===== config.mk =====
export PLATFORM = sky130hd
export DESIGN_NAME = vectored_two_level_interrupt_ctrl
export DESIGN_NICKNAME = d
export VERILOG_FILES = /design/src/vectored_two_level_interrupt_ctrl.v
export VERILOG_INCLUDE_DIRS = /design/src
export SDC_FILE = /design/constraint.sdc
export NUM_CORES = 1
export LEC_CHECK = 0
export BUFFER_PORTS_ARGS = -buffer_cell sky130_fd_sc_hd__buf_4
export CELL_PAD_IN_SITES_DETAIL_PLACEMENT = 1
export CELL_PAD_IN_SITES_GLOBAL_PLACEMENT = 1
export CORE_MARGIN = 3
export CORE_UTILIZATION = 38
export DETAILED_ROUTE_END_ITERATION = 12
export PLACE_DENSITY_LB_ADDON = 0.1
export SYNTH_ARGS = -nofsm -noshare
export SYNTH_HDL_FRONTEND = slang
export SYNTH_SLANG_ARGS = --single-unit
export TNS_END_PERCENT = 20

===== constraint.sdc =====
create_clock -name clock_i -period 5.6 [get_ports clock_i]
set_input_delay 0.56 -clock clock_i [delete_from_list [all_inputs] [get_ports clock_i]]
set_output_delay 0.56 -clock clock_i [all_outputs]
set_load 0.05 [all_outputs]

===== src/irq_ctrl_consts.vh =====
`ifndef IRQ_CTRL_CONSTS_VH
`define IRQ_CTRL_CONSTS_VH

// Register addresses on the special function register port.
`define ADDR_SOURCE_ENABLE_MASK 8'ha8
`define ADDR_PRIORITY_LEVEL_SELECT 8'hb8

// Reset values.
`define RST_SOURCE_ENABLE_MASK 8'h00
`define RST_PRIORITY_LEVEL_SELECT 8'h00

// Field positions in the enable register.
`define BIT_GLOBAL_ENABLE 7
`define BIT_ENABLE_UNUSED 6
// Writable bits of each register; the rest read as zero.
`define MASK_SOURCE_ENABLE 8'hbf
`define MASK_PRIORITY_LEVEL 8'h3f

// Trigger-type field positions in the timer control register.
`define BIT_EXT0_TRIGGER_TYPE 0
`define BIT_EXT1_TRIGGER_TYPE 2

// Source numbering and vectors.
`define NUM_SOURCES 22
`define SRC_EXT0 0
`define SRC_EXT1 2
`define SRC_UART 4
`define SRC_TIMER2 5
`define SRC_COUNTER_ARRAY 9
`define SRC_EXT4 16
`define RESET_VECTOR 16'h0000
`define VECTOR_LOW_BITS 3'h3

// Core call timing in clock cycles.
`define DETECT_CYCLES 1
`define VECTOR_CALL_CYCLES 4

`endif


===== src/vectored_two_level_interrupt_ctrl.v =====
`timescale 1ns/1ns
// Contract
// - Ext 0/1 active low, trigger-type bit selects mode.
// - Edge-mode ext pending clears on vector call.
// - Level-mode ext pending follows the pin.
// - Ext 4-7 edge only, flags bits 4-7.
// - Reset vector zero; sources eight bytes apart.
// - Same level: lowest source number wins.
// - UART requests on receive or transmit done.
// - Counter array: overflow or any match flag.
// - Timer 2: overflow or external flag.
// - Comparator edges are separate sources.
// - High preempts low; high never preempted.
// - Per-source priority bit, reset to low.
// - High level served before low level.
// - Sample every cycle; five-cycle fastest response.
// - After return, one instruction before next call.
// - Equal or lower level waits for return.
// - Global enable overrides all individual masks.
// - Enable bit 6 reads zero, ignores writes.
// - Enable bits 0-5 mask sources 0-5.
// - Priority bits 7-6 read zero.
// - Priority bits 0-5 follow enable order.
// - Pending flags set regardless of enable.
// - Flag still set after return re-requests.
// - Software-set pending flag requests like hardware.
`include "irq_ctrl_consts.vh"

module vectored_two_level_interrupt_ctrl (
    input wire clock_i,
    input wire nrst_i,
    input wire [7:0] sfr_addr_i,
    input wire sfr_wr_i,
    input wire [7:0] sfr_wdata_i,
    input wire sfr_rd_i,
    output reg [7:0] sfr_rdata_o,
    input wire [7:0] timer_control_reg_i,
    input wire ext0_input_n_i,
    input wire ext1_input_n_i,
    input wire [3:0] ext47_input_n_i,
    input wire [5:0] ext_pending_set_i,
    input wire [5:0] ext_pending_clr_i,
    output reg ext0_pending_o,
    output reg ext1_pending_o,
    output reg [7:0] port_edge_flags_o,
    input wire [21:0] periph_pending_i,
    input wire uart_rx_done_i,
    input wire uart_tx_done_i,
    input wire timer2_overflow_flag_i,
    input wire timer2_external_flag_i,
    input wire counter_array_overflow_i,
    input wire [4:0] module_match_flag_i,
    input wire [15:0] ext_enable_i,
    input wire [15:0] ext_priority_i,
    output reg core_int_req_o,
    output reg [15:0] core_vector_o,
    output reg [4:0] core_source_o,
    output reg core_level_high_o,
    input wire core_vector_call_i,
    input wire core_return_from_service_i,
    input wire core_insn_done_i,
    output wire [1:0] active_levels_o,
    output wire [15:0] reset_vector_o
);

    localparam [2:0] ST_IDLE = 3'b001;
    localparam [2:0] ST_HOLD = 3'b010;
    localparam [2:0] ST_CALL = 3'b100;

    reg [7:0] source_enable_mask_r;
    reg [7:0] priority_level_select_r;
    reg [5:0] sync1_r;
    reg [5:0] sync2_r;
    reg [5:0] sync3_r;
    reg [5:0] pin_low_r;
    reg [5:0] edge_pend_r;
    reg [5:0] edge_pend_nxt;
    reg active_low_r;
    reg active_high_r;
    reg [2:0] state_r;
    reg [2:0] state_nxt;
    reg [2:0] call_cnt_r;
    reg [21:0] pending;
    reg [21:0] enabled;
    reg [21:0] prio_high;
    reg [21:0] elig_high;
    reg [21:0] elig_low;
    reg [4:0] win_src;
    reg win_found;
    reg win_high;
    reg [5:0] edge_seen;
    wire ext0_edge_mode;
    wire ext1_edge_mode;
    wire [5:0] pins_n;
    integer i;
    integer j;
    integer k;

    assign pins_n = {ext47_input_n_i, ext1_input_n_i, ext0_input_n_i};
    assign ext0_edge_mode = timer_control_reg_i[`BIT_EXT0_TRIGGER_TYPE];
    assign ext1_edge_mode = timer_control_reg_i[`BIT_EXT1_TRIGGER_TYPE];
    assign reset_vector_o = `RESET_VECTOR;
    assign active_levels_o = {active_high_r, active_low_r};

    // Pins are asynchronous: a level counts once the second and third stages agree.
    always @(posedge clock_i or negedge nrst_i) begin
        if (!nrst_i) begin
            sync1_r <= 6'h3f;
            sync2_r <= 6'h3f;
            sync3_r <= 6'h3f;
            pin_low_r <= 6'h00;
        end else begin
            sync1_r <= pins_n;
            sync2_r <= sync1_r;
            sync3_r <= sync2_r;
            for (i = 0; i < 6; i = i + 1) begin
                if (sync2_r[i] == sync3_r[i]) begin
                    pin_low_r[i] <= ~sync3_r[i];
                end
            end
        end
    end

    // Edge flags: set wins over any clear in the same cycle.
    always @* begin
        edge_seen = 6'h00;
        edge_pend_nxt = edge_pend_r;
        for (j = 0; j < 6; j = j + 1) begin
            if (sync2_r[j] == sync3_r[j] && !sync3_r[j] && !pin_low_r[j]) begin
                edge_seen[j] = 1'b1;
            end
        end
        edge_pend_nxt = edge_pend_nxt & ~ext_pending_clr_i;
        if (state_r == ST_CALL && call_cnt_r == 3'h0) begin
            if (core_source_o == `SRC_EXT0 && ext0_edge_mode) begin
                edge_pend_nxt[0] = 1'b0;
            end
            if (core_source_o == `SRC_EXT1 && ext1_edge_mode) begin
                edge_pend_nxt[1] = 1'b0;
            end
            for (j = 2; j < 6; j = j + 1) begin
                if (core_source_o == `SRC_EXT4 + j - 2) begin
                    edge_pend_nxt[j] = 1'b0;
                end
            end
        end
        edge_pend_nxt = edge_pend_nxt | edge_seen | ext_pending_set_i;
    end

    always @(posedge clock_i or negedge nrst_i) begin
        if (!nrst_i) begin
            edge_pend_r <= 6'h00;
        end else begin
            edge_pend_r <= edge_pend_nxt;
        end
    end

    // Flags shown to software are registered copies.
    always @(posedge clock_i or negedge nrst_i) begin
        if (!nrst_i) begin
            ext0_pending_o <= 1'b0;
            ext1_pending_o <= 1'b0;
            port_edge_flags_o <= 8'h00;
        end else begin
            ext0_pending_o <= ext0_edge_mode ? edge_pend_nxt[0] : pin_low_r[0];
            ext1_pending_o <= ext1_edge_mode ? edge_pend_nxt[1] : pin_low_r[1];
            port_edge_flags_o <= {edge_pend_nxt[5:2], 4'h0};
        end
    end

    // Register port; unused bits are held at zero.
    always @(posedge clock_i or negedge nrst_i) begin
        if (!nrst_i) begin
            source_enable_mask_r <= `RST_SOURCE_ENABLE_MASK;
            priority_level_select_r <= `RST_PRIORITY_LEVEL_SELECT;
            sfr_rdata_o <= 8'h00;
        end else begin
            if (sfr_wr_i && sfr_addr_i == `ADDR_SOURCE_ENABLE_MASK) begin
                source_enable_mask_r <= sfr_wdata_i & `MASK_SOURCE_ENABLE;
            end else if (sfr_wr_i && sfr_addr_i == `ADDR_PRIORITY_LEVEL_SELECT) begin
                priority_level_select_r <= sfr_wdata_i & `MASK_PRIORITY_LEVEL;
            end
            if (sfr_rd_i && sfr_addr_i == `ADDR_SOURCE_ENABLE_MASK) begin
                sfr_rdata_o <= source_enable_mask_r;
            end else if (sfr_rd_i && sfr_addr_i == `ADDR_PRIORITY_LEVEL_SELECT) begin
                sfr_rdata_o <= priority_level_select_r;
            end else if (sfr_rd_i) begin
                sfr_rdata_o <= 8'h00;
            end
        end
    end

    // Source collection and masking.
    always @* begin
        pending = periph_pending_i;
        pending[`SRC_EXT0] = ext0_edge_mode ? edge_pend_r[0] : pin_low_r[0];
        pending[`SRC_EXT1] = ext1_edge_mode ? edge_pend_r[1] : pin_low_r[1];
        pending[`SRC_UART] = uart_rx_done_i | uart_tx_done_i;
        pending[`SRC_TIMER2] = timer2_overflow_flag_i | timer2_external_flag_i;
        pending[`SRC_COUNTER_ARRAY] = counter_array_overflow_i | (|module_match_flag_i);
        pending[`SRC_EXT4 + 3:`SRC_EXT4] = edge_pend_r[5:2];
        enabled = {ext_enable_i, source_enable_mask_r[5:0]};
        if (!source_enable_mask_r[`BIT_GLOBAL_ENABLE]) begin
            enabled = 22'h000000;
        end
        prio_high = {ext_priority_i, priority_level_select_r[5:0]};
        elig_high = pending & enabled & prio_high;
        elig_low = pending & enabled & ~prio_high;
        if (active_high_r) begin
            elig_high = 22'h000000;
            elig_low = 22'h000000;
        end else if (active_low_r) begin
            elig_low = 22'h000000;
        end
        win_src = 5'h00;
        win_found = 1'b0;
        win_high = 1'b0;
        for (k = `NUM_SOURCES - 1; k >= 0; k = k - 1) begin
            if (elig_low[k]) begin
                win_src = k[4:0];
                win_found = 1'b1;
            end
        end
        for (k = `NUM_SOURCES - 1; k >= 0; k = k - 1) begin
            if (elig_high[k]) begin
                win_src = k[4:0];
                win_found = 1'b1;
                win_high = 1'b1;
            end
        end
    end

    // Request sequencing around calls and returns.
    always @* begin
        state_nxt = state_r;
        case (state_r)
            ST_IDLE: begin
                if (core_int_req_o && core_vector_call_i) begin
                    state_nxt = ST_CALL;
                end
            end
            ST_CALL: begin
                if (call_cnt_r == `VECTOR_CALL_CYCLES - 1) begin
                    state_nxt = ST_IDLE;
                end
            end
            ST_HOLD: begin
                if (core_insn_done_i) begin
                    state_nxt = ST_IDLE;
                end
            end
            default: begin
                state_nxt = ST_IDLE;
            end
        endcase
        if (core_return_from_service_i) begin
            state_nxt = ST_HOLD;
        end
    end

    always @(posedge clock_i or negedge nrst_i) begin
        if (!nrst_i) begin
            state_r <= ST_IDLE;
            call_cnt_r <= 3'h0;
            active_low_r <= 1'b0;
            active_high_r <= 1'b0;
            core_int_req_o <= 1'b0;
            core_vector_o <= `RESET_VECTOR;
            core_source_o <= 5'h00;
            core_level_high_o <= 1'b0;
        end else begin
            state_r <= state_nxt;
            call_cnt_r <= (state_r == ST_CALL) ? call_cnt_r + 3'h1 : 3'h0;
            // Mark on call, clear highest on return.
            if (state_r == ST_IDLE && core_int_req_o && core_vector_call_i) begin
                if (core_level_high_o) begin
                    active_high_r <= 1'b1;
                end else begin
                    active_low_r <= 1'b1;
                end
            end else if (core_return_from_service_i) begin
                if (active_high_r) begin
                    active_high_r <= 1'b0;
                end else begin
                    active_low_r <= 1'b0;
                end
            end
            // One detect cycle, decoded every cycle.
            if (state_nxt == ST_IDLE && state_r == ST_IDLE && !core_vector_call_i) begin
                core_int_req_o <= win_found;
                core_source_o <= win_src;
                core_level_high_o <= win_high;
                core_vector_o <= {8'h00, win_src, `VECTOR_LOW_BITS};
            end else begin
                core_int_req_o <= 1'b0;
            end
        end
    end

endmodule // vectored_two_level_interrupt_ctrl


==> run metrics, run 1 <==
root buffer selected by CTS=sky130_fd_sc_hd__clkbuf_8; final antenna diode count=0; vias after detailed routing=3661; stage delay of the slowest cell on the critical path=about 0.85 ns; R2R depth=6; remaining antenna violation count=0; number of clock buffers inserted by TritonCTS=9; filler instances=roughly 1200; Post-synth top flop=sky130_fd_sc_hd__dfrtp_1; Overall Power=about 1300 µW; leakage power summed over all cells=~0.0024 µW; Resize count post-CTS=0; slew margin rel.=0.4256; floorplan row count=37; synthesis-to-layout area growth=25.78%; cell area after placement=slightly above 0.005 mm²; Total Routing Usage GR=0.1976; worst-case register-to-register setup slack=approximately 2.8 ns; number of design-rule violations left by the first detailed-router iteration=around 120; Endpoint, Worst Hold=sync1_r[0]; result of the run=finished, final reports clean; portion of the post-synthesis area used by sequential elements=0.4134; required time worst endpoint=5.81 ns; initial antenna violation count=0; total clock sinks=68; number of vias per cell after detailed routing=5.260; maximum number of pins on one net before global-route repair=69; input/output buffers=around 130; height of the die=between 100 and 150 µm; transition time at the pin with the least slew margin=around 0.86 ns; crit path kind=register to register; Yosys reg bits=between 60 and 70; initial cell density of the core=0.3972; Avg Cell Area, Syn=roughly 9.4 µm²; Final GP Congestion=between 0.7 and 0.8; instance count along the most critical hold path=1; Worst-path clk slew=~0.080 ns; number of global-route vias before repair=approximately 4000; crit path time final=2.793 ns; first-pass GRT wire length=19850 µm; met1 layer wirelength in the final routing=approximately 4900 µm; worst-skew pair later-pin latency=between 0.3 and 0.4 ns; horizontal extent of the die=approximately 110 µm; top routing layer in use=met4; CTS tree=built; full die area=around 0.012 mm²; WL/cell=approximately 17 µm; critical hold path startpoint=ext0_input_n_i; async set-reset flop share out of synthesis=1.000; number of synthesized flops with an enable pin=0; CP arrival=about 3.0 ns; fraction of layout instances using a drive strength above 1=0.3339; core area=between 0.01 and 0.015 mm²; number of hold-repair buffers added at the cts stage=0; reg-to-reg startpoint=active_high_r; CTS Buffer Depth=2; CP Max Fanout=24; Overflow after GRT=0; Final Non-Filler Cells=around 700; family of cells with the greatest summed delay on the critical path=simple AND/OR/NAND/NOR gates; DRC Markers=0; combined area of all synthesized cells=about 0.0042 mm²; final core utilization=0.4996; startpoint type of the worst setup path=register; kind of end point of the critical path=register; synthesis warning total=0; first-pass iteration count of the detailed router=4; final hold violation count=0; count of final max-slew check failures=0; number of instances in the placed design=a little under 700; nets@finish=between 600 and 700; Peak supply drop=191.5 µV; total met3 wirelength after detailed routing=584 µm; buffering stage count on the worst path with inverters included=0; class of the tightest hold or removal check=input pin to register; Fmax achieved=around 360 MHz; Reg area=between 0.0015 and 0.002 mm²; capturing point of the worst reg2reg path=core_int_req_o; final-layout setup total negative slack=0 ns; area of all placed cells without fillers=around 0.0053 mm²; library cells used by synthesis=67; CP max stage cell=sky130_fd_sc_hd__dfrtp_1; DRT Wirelength=12110 µm; total of max-cap violations=0; detailed route wirelength on metal2=6421 µm; placed wire-length estimate after detailed placement=between 9000 and 10000 µm; power density normalized to cell area=roughly 260 mW/mm²; RSZ-0062 raised after global routing=false; level count of the clock H-tree=3; I/O pin total=172; Post-CTS Setup Inserts=0; number of endpoints failing setup at the final stage=0; period utilisation layout=0.4988; list of cells traversed by the critical path=nand2b_1 -> a211oi_1 -> or3_1 -> nor4_1 -> and2_1 -> a31oi_1; area occupied by multi-input gates=roughly 0.0021 mm²; post-route clock skew=between 0.009 and 0.01 ns; Syn Inst Count=443
cell usage in the layout (no fill, tap or decap), types with 3 or more instances in the layout:
cell type                    n
sky130_fd_sc_hd__a211oi_1    8
sky130_fd_sc_hd__inv_1      37
sky130_fd_sc_hd__ha_1        9
sky130_fd_sc_hd__or3_1       7
sky130_fd_sc_hd__nor3_1     14
sky130_fd_sc_hd__o22ai_1     8
sky130_fd_sc_hd__dfrtp_1    49
sky130_fd_sc_hd__nor2b_1     4
sky130_fd_sc_hd__buf_4     125
sky130_fd_sc_hd__nand3_1    20
sky130_fd_sc_hd__conb_1     30
sky130_fd_sc_hd__or3b_1      6
sky130_fd_sc_hd__nor4_1      5
sky130_fd_sc_hd__a21oi_1    19
sky130_fd_sc_hd__mux2_2     19
sky130_fd_sc_hd__nand2b_1    6
sky130_fd_sc_hd__mux2i_1    10
sky130_fd_sc_hd__dfstp_2    19
sky130_fd_sc_hd__nand4_1     7
sky130_fd_sc_hd__and3b_1     3
sky130_fd_sc_hd__or2_2       3
sky130_fd_sc_hd__a31oi_1     3
sky130_fd_sc_hd__o21ai_1     7
sky130_fd_sc_hd__o21ai_0     9
sky130_fd_sc_hd__nand3b_1    8
sky130_fd_sc_hd__nor3b_1     5
sky130_fd_sc_hd__nor2_1     26
sky130_fd_sc_hd__a21o_1      4
sky130_fd_sc_hd__and2_1      4
sky130_fd_sc_hd__nand2_1    22
sky130_fd_sc_hd__clkbuf_8    9
sky130_fd_sc_hd__o211ai_1    4
cell usage after synthesis, types with 3 or more instances:
library cell               count  share of area
sky130_fd_sc_hd__o21ai_0       9          0.011
sky130_fd_sc_hd__o21ai_1       7         0.0084
sky130_fd_sc_hd__nor4_1        5         0.0075
sky130_fd_sc_hd__nand2b_1      6         0.0090
sky130_fd_sc_hd__ha_1          9          0.027
sky130_fd_sc_hd__o22ai_1       8          0.012
sky130_fd_sc_hd__buf_2         3         0.0036
sky130_fd_sc_hd__a31oi_1       3         0.0045
sky130_fd_sc_hd__nand3_1      20          0.024
sky130_fd_sc_hd__o211ai_1      4         0.0072
sky130_fd_sc_hd__nand3b_1      8          0.014
sky130_fd_sc_hd__nand4_1       7          0.010
sky130_fd_sc_hd__and2_1        4         0.0060
sky130_fd_sc_hd__inv_1        37          0.033
sky130_fd_sc_hd__dfstp_2      19           0.12
sky130_fd_sc_hd__dfrtp_1      49           0.29
sky130_fd_sc_hd__nand2_1      22          0.020
sky130_fd_sc_hd__or3_1         7          0.010
sky130_fd_sc_hd__a21oi_1      19          0.023
sky130_fd_sc_hd__a211oi_1      8          0.014
sky130_fd_sc_hd__and3b_1       3         0.0063
sky130_fd_sc_hd__mux2i_1      10          0.024
sky130_fd_sc_hd__or2_2         3         0.0045
sky130_fd_sc_hd__buf_4        43          0.077
sky130_fd_sc_hd__nor3b_1       5         0.0090
sky130_fd_sc_hd__nor2_1       26          0.023
sky130_fd_sc_hd__clkbuf_1      7         0.0063
sky130_fd_sc_hd__nor2b_1       4         0.0060
sky130_fd_sc_hd__a21o_1        4         0.0072
sky130_fd_sc_hd__mux2_2       19          0.051
sky130_fd_sc_hd__or3b_1        6          0.013
sky130_fd_sc_hd__nor3_1       14          0.017
worst max path at each step:
stage                       endpoint                     from  cells past startpoint
global route        core_source_o[3]  source_enable_mask_r[7]                      6
global placement    core_source_o[3]  source_enable_mask_r[7]                      6
CTS                 core_source_o[3]  source_enable_mask_r[7]                      6
floorplan           core_source_o[4]   module_match_flag_i[4]                      6
finish                core_int_req_o            active_high_r                      6
detailed placement  core_source_o[3]  source_enable_mask_r[7]                      6
worst register-to-register path, stage by stage, from the launching register on:
cell and delay (ns):
sky130_fd_sc_hd__dfrtp_1 0.85, sky130_fd_sc_hd__nand2b_1 0.53, sky130_fd_sc_hd__a211oi_1 0.18, sky130_fd_sc_hd__or3_1 0.39
sky130_fd_sc_hd__nor4_1 0.41, sky130_fd_sc_hd__and2_1 0.21, sky130_fd_sc_hd__a31oi_1 0.08
metrics by stage:
step / setup WS [ns] / hold slack [ns]
after floorplan: 3.474 / 0.2644
after global placement: 2.841 / 0.3463
after detailed placement: 2.805 / 0.3475
after CTS: 2.786 / 0.2853
after global routing: 2.491 / 0.2817
final: 2.807 / 0.3039
routing by layer:
metal	up-vias	GRT usage
met1	1791	0.2281
met4	0	0.06240
met5	-	0
met3	18	0.03821
li1	1749	-
met2	103	0.3657
report_power, final:
| part | total (µW) | switching (µW) | leakage [µW] | internal (µW) |
|---|---|---|---|---|
| sequential | 564 | 35.4 | 0.000828 | 529 |
| clock | 461 | 208 | 0.000110 | 253 |
| combinational | 315 | 202 | 0.00151 | 113 |
| total | 1340 | 446 | 0.00244 | 895 |
sequential cells by signal, indices dropped and copies added, names as in the netlist, 3 cells and up:
name and cells:
pin_low_r 6, sfr_rdata_o 7, source_enable_mask_r 7, sync2_r 6, state_r 3, sync3_r 6
call_cnt_r 3, priority_level_select_r 6, edge_pend_r 5, core_source_o 5, sync1_r 6
logic make-up after synthesis:
| group | Yosys count | share of synthesized area |
|---|---|---|
| adders and majority gates | 9 | 0.02698 |
| DFF | 68 | 0.4134 |
| buffers and inverters | 91 | 0.1214 |
| and+or+nand+nor | 154 | 0.2140 |
| AOI/OAI and AO/OA | 91 | 0.1481 |
| other | 1 | 0.0008984 |
| muxes | 29 | 0.07524 |
area by class of cell:
| type | instances | share of cell area |
|---|---|---|
| Multi-Input combinational cell | 313 | 0.3906 |
| Sequential cell | 68 | 0.3286 |
| Timing Repair Buffer | 125 | 0.1787 |
| Tap cell | 136 | 0.03241 |
| Inverter | 38 | 0.02717 |
| Clock buffer | 9 | 0.02359 |
| Clock inverter | 7 | 0.01883 |
(Power assumes the default switching activity.)
==> run 2, diff against run 1 <==
--- a/config.mk
+++ b/config.mk
@@ -10,7 +10,7 @@
 export CELL_PAD_IN_SITES_DETAIL_PLACEMENT = 1
 export CELL_PAD_IN_SITES_GLOBAL_PLACEMENT = 1
 export CORE_MARGIN = 3
-export CORE_UTILIZATION = 38
+export CORE_UTILIZATION = 32
 export DETAILED_ROUTE_END_ITERATION = 12
 export PLACE_DENSITY_LB_ADDON = 0.1
 export SYNTH_ARGS = -nofsm -noshare
==> constraint.sdc (replaced) <==
create_clock -name clock_i -period 2.5 [get_ports clock_i]
set_input_delay 0.25 -clock clock_i [delete_from_list [all_inputs] [get_ports clock_i]]
set_output_delay 0.25 -clock clock_i [all_outputs]
set_load 0.05 [all_outputs]
==> run metrics, run 2 (synthesis results as in run 1) <==
Seq pwr share=0.371; CP Max Fanout=7; cell internal pwr=2377 µW; final core utilization=0.4358; remaining antenna violation count=0; Peak supply drop=just over 400 µV; transition time at the pin with the least slew margin=around 0.85 ns; synthesis-to-layout area growth=32.28%; Switching Share=0.3014; result of the run=finished, final reports clean; Final GP Congestion=approximately 0.83; height of the die=120.2 µm; first-pass iteration count of the detailed router=4; number of design-rule violations left by the first detailed-router iteration=85; number of endpoints failing setup at the final stage=0; period utilisation layout=0.9246; CTS Buffer Depth=2; worst-skew pair later-pin latency=about 0.34 ns; full die area=approximately 0.014 mm²; required time worst endpoint=between 2 and 3 ns; post-route clock skew=0.006935 ns; count of final max-slew check failures=0; slew margin rel.=0.4322; number of global-route vias before repair=3850; placed wire-length estimate after detailed placement=about 10000 µm; Total Routing Usage GR=0.1724; kind of end point of the critical path=register; most frequent cells in the layout=sky130_fd_sc_hd__buf_4, sky130_fd_sc_hd__dfrtp_1, sky130_fd_sc_hd__inv_1; CTS tree=built; Worst-path clk slew=0.06 ns; total clock sinks=roughly 70; Resize count post-CTS=0; crit path time final=2.312 ns; I/O pin total=172; combinational fraction of design power=0.211; leakage power summed over all cells=about 0.0026 µW; initial cell density of the core=0.3294; class of the tightest hold or removal check=input pin to async pin; RSZ-0062 raised after global routing=false; Post-CTS Setup Inserts=0; maximum number of pins on one net before global-route repair=a little under 70; initial antenna violation count=0; floorplan row count=41; total of max-cap violations=0; power density normalized to cell area=approximately 620 mW/mm²; number of hold-repair buffers added at the cts stage=0; final antenna diode count=0; core area=approximately 0.013 mm²; leading cell type in the layout, fill and taps excluded=sky130_fd_sc_hd__buf_4; first-pass GRT wire length=19640 µm; area of all placed cells without fillers=about 0.0055 mm²; input/output buffers=125; top flop regs=sfr_rdata_o: 7 flops, source_enable_mask_r: 7 flops; CP arrival=roughly 2.5 ns; DRT Wirelength=~12000 µm; WL/cell=roughly 16 µm; root buffer selected by CTS=sky130_fd_sc_hd__clkbuf_16; net load switching power=between 1000 and 1500 µW; part of the total power dissipated in the clock network=0.419; Fmax achieved=432.6 MHz; fraction of layout instances using a drive strength above 1=0.3530; nets@finish=692; horizontal extent of the die=120.2 µm; number of vias per cell after detailed routing=~5; R2R depth=8; startpoint type of the worst setup path=register; cell area after placement=between 0.005 and 0.006 mm²; number of clock buffers inserted by TritonCTS=9; level count of the clock H-tree=3; vias after detailed routing=~3600; final-layout setup total negative slack=0 ns; Overflow after GRT=0; DRC Markers=0; final hold violation count=0; crit path kind=register to register
run 2: path summary, 6_finish.rpt:
check                                   start  slack [ns]                       to
hold reg to reg                    sync1_r[4]        0.35               sync2_r[4]
hold / removal                         nrst_i        0.01               state_r[1]
max in group asynchronous              nrst_i        1.85  source_enable_mask_r[7]
setup reg to reg                active_high_r        0.19         core_source_o[1]
setup / recovery                active_high_r        0.19         core_source_o[1]
min in group clock_i       ext47_input_n_i[0]        0.02               sync1_r[2]
run 2: layer usage:
| layer | share of wire | wire (µm) | GRT usage |
|---|---|---|---|
| met1 | 0.43 | 5309 | 0.2188 |
| met2 | 0.51 | 6201 | 0.2961 |
| met3 | 0.041 | 505 | 0.03274 |
| met4 | 0.017 | 211 | 0.05737 |
| met5 | 0 | 0 | 0 |
run 2: power by group through the flow:
stage | Combinational (µW) | Clock [µW] | Sequential (µW)
after floorplan | 428 | 0 | 1340
after detailed placement | 723 | 0 | 1280
after CTS | 727 | 1470 | 1270
after global routing | 774 | 1520 | 1280
final | 717 | 1420 | 1260
after global placement | 712 | 0 | 1280
run 2: worst max-delay path, stage by stage, from the launching register on:
cell                       delay [ns]
sky130_fd_sc_hd__dfrtp_1         0.40
sky130_fd_sc_hd__buf_4           0.17
sky130_fd_sc_hd__or3b_1          0.49
sky130_fd_sc_hd__buf_4           0.21
sky130_fd_sc_hd__a21oi_1         0.23
sky130_fd_sc_hd__a211o_1         0.17
sky130_fd_sc_hd__a21o_1          0.11
sky130_fd_sc_hd__a21oi_1         0.06
sky130_fd_sc_hd__a211oi_1        0.33
run 2: through the flow:
step / setup slack (ns) / hold WS, ns / instances / power, µW
global route: 0.01385 / 0.006519 / 747 / 3567
floorplan: 0.3982 / -0.04559 / 472 / 1768
finish: 0.1884 / 0.01212 / 747 / 3402
detailed placement: 0.08272 / 0.3473 / 731 / 2006
global placement: 0.1355 / 0.3460 / 731 / 1991
CTS: 0.02745 / 0.004590 / 747 / 3462
run 2: area by class of cell:
| type | count | area [µm²] |
|---|---|---|
| timing repair buffer | 140 | 1051 |
| inverter | 38 | 142.6 |
| multi-input combinational | 313 | 2051 |
| tap | 172 | 215.2 |
| sequential | 68 | 1727 |
| fill | 1475 | 7149 |
| clock inverter | 5 | 82.58 |
| clock buffer | 11 | 252.7 |
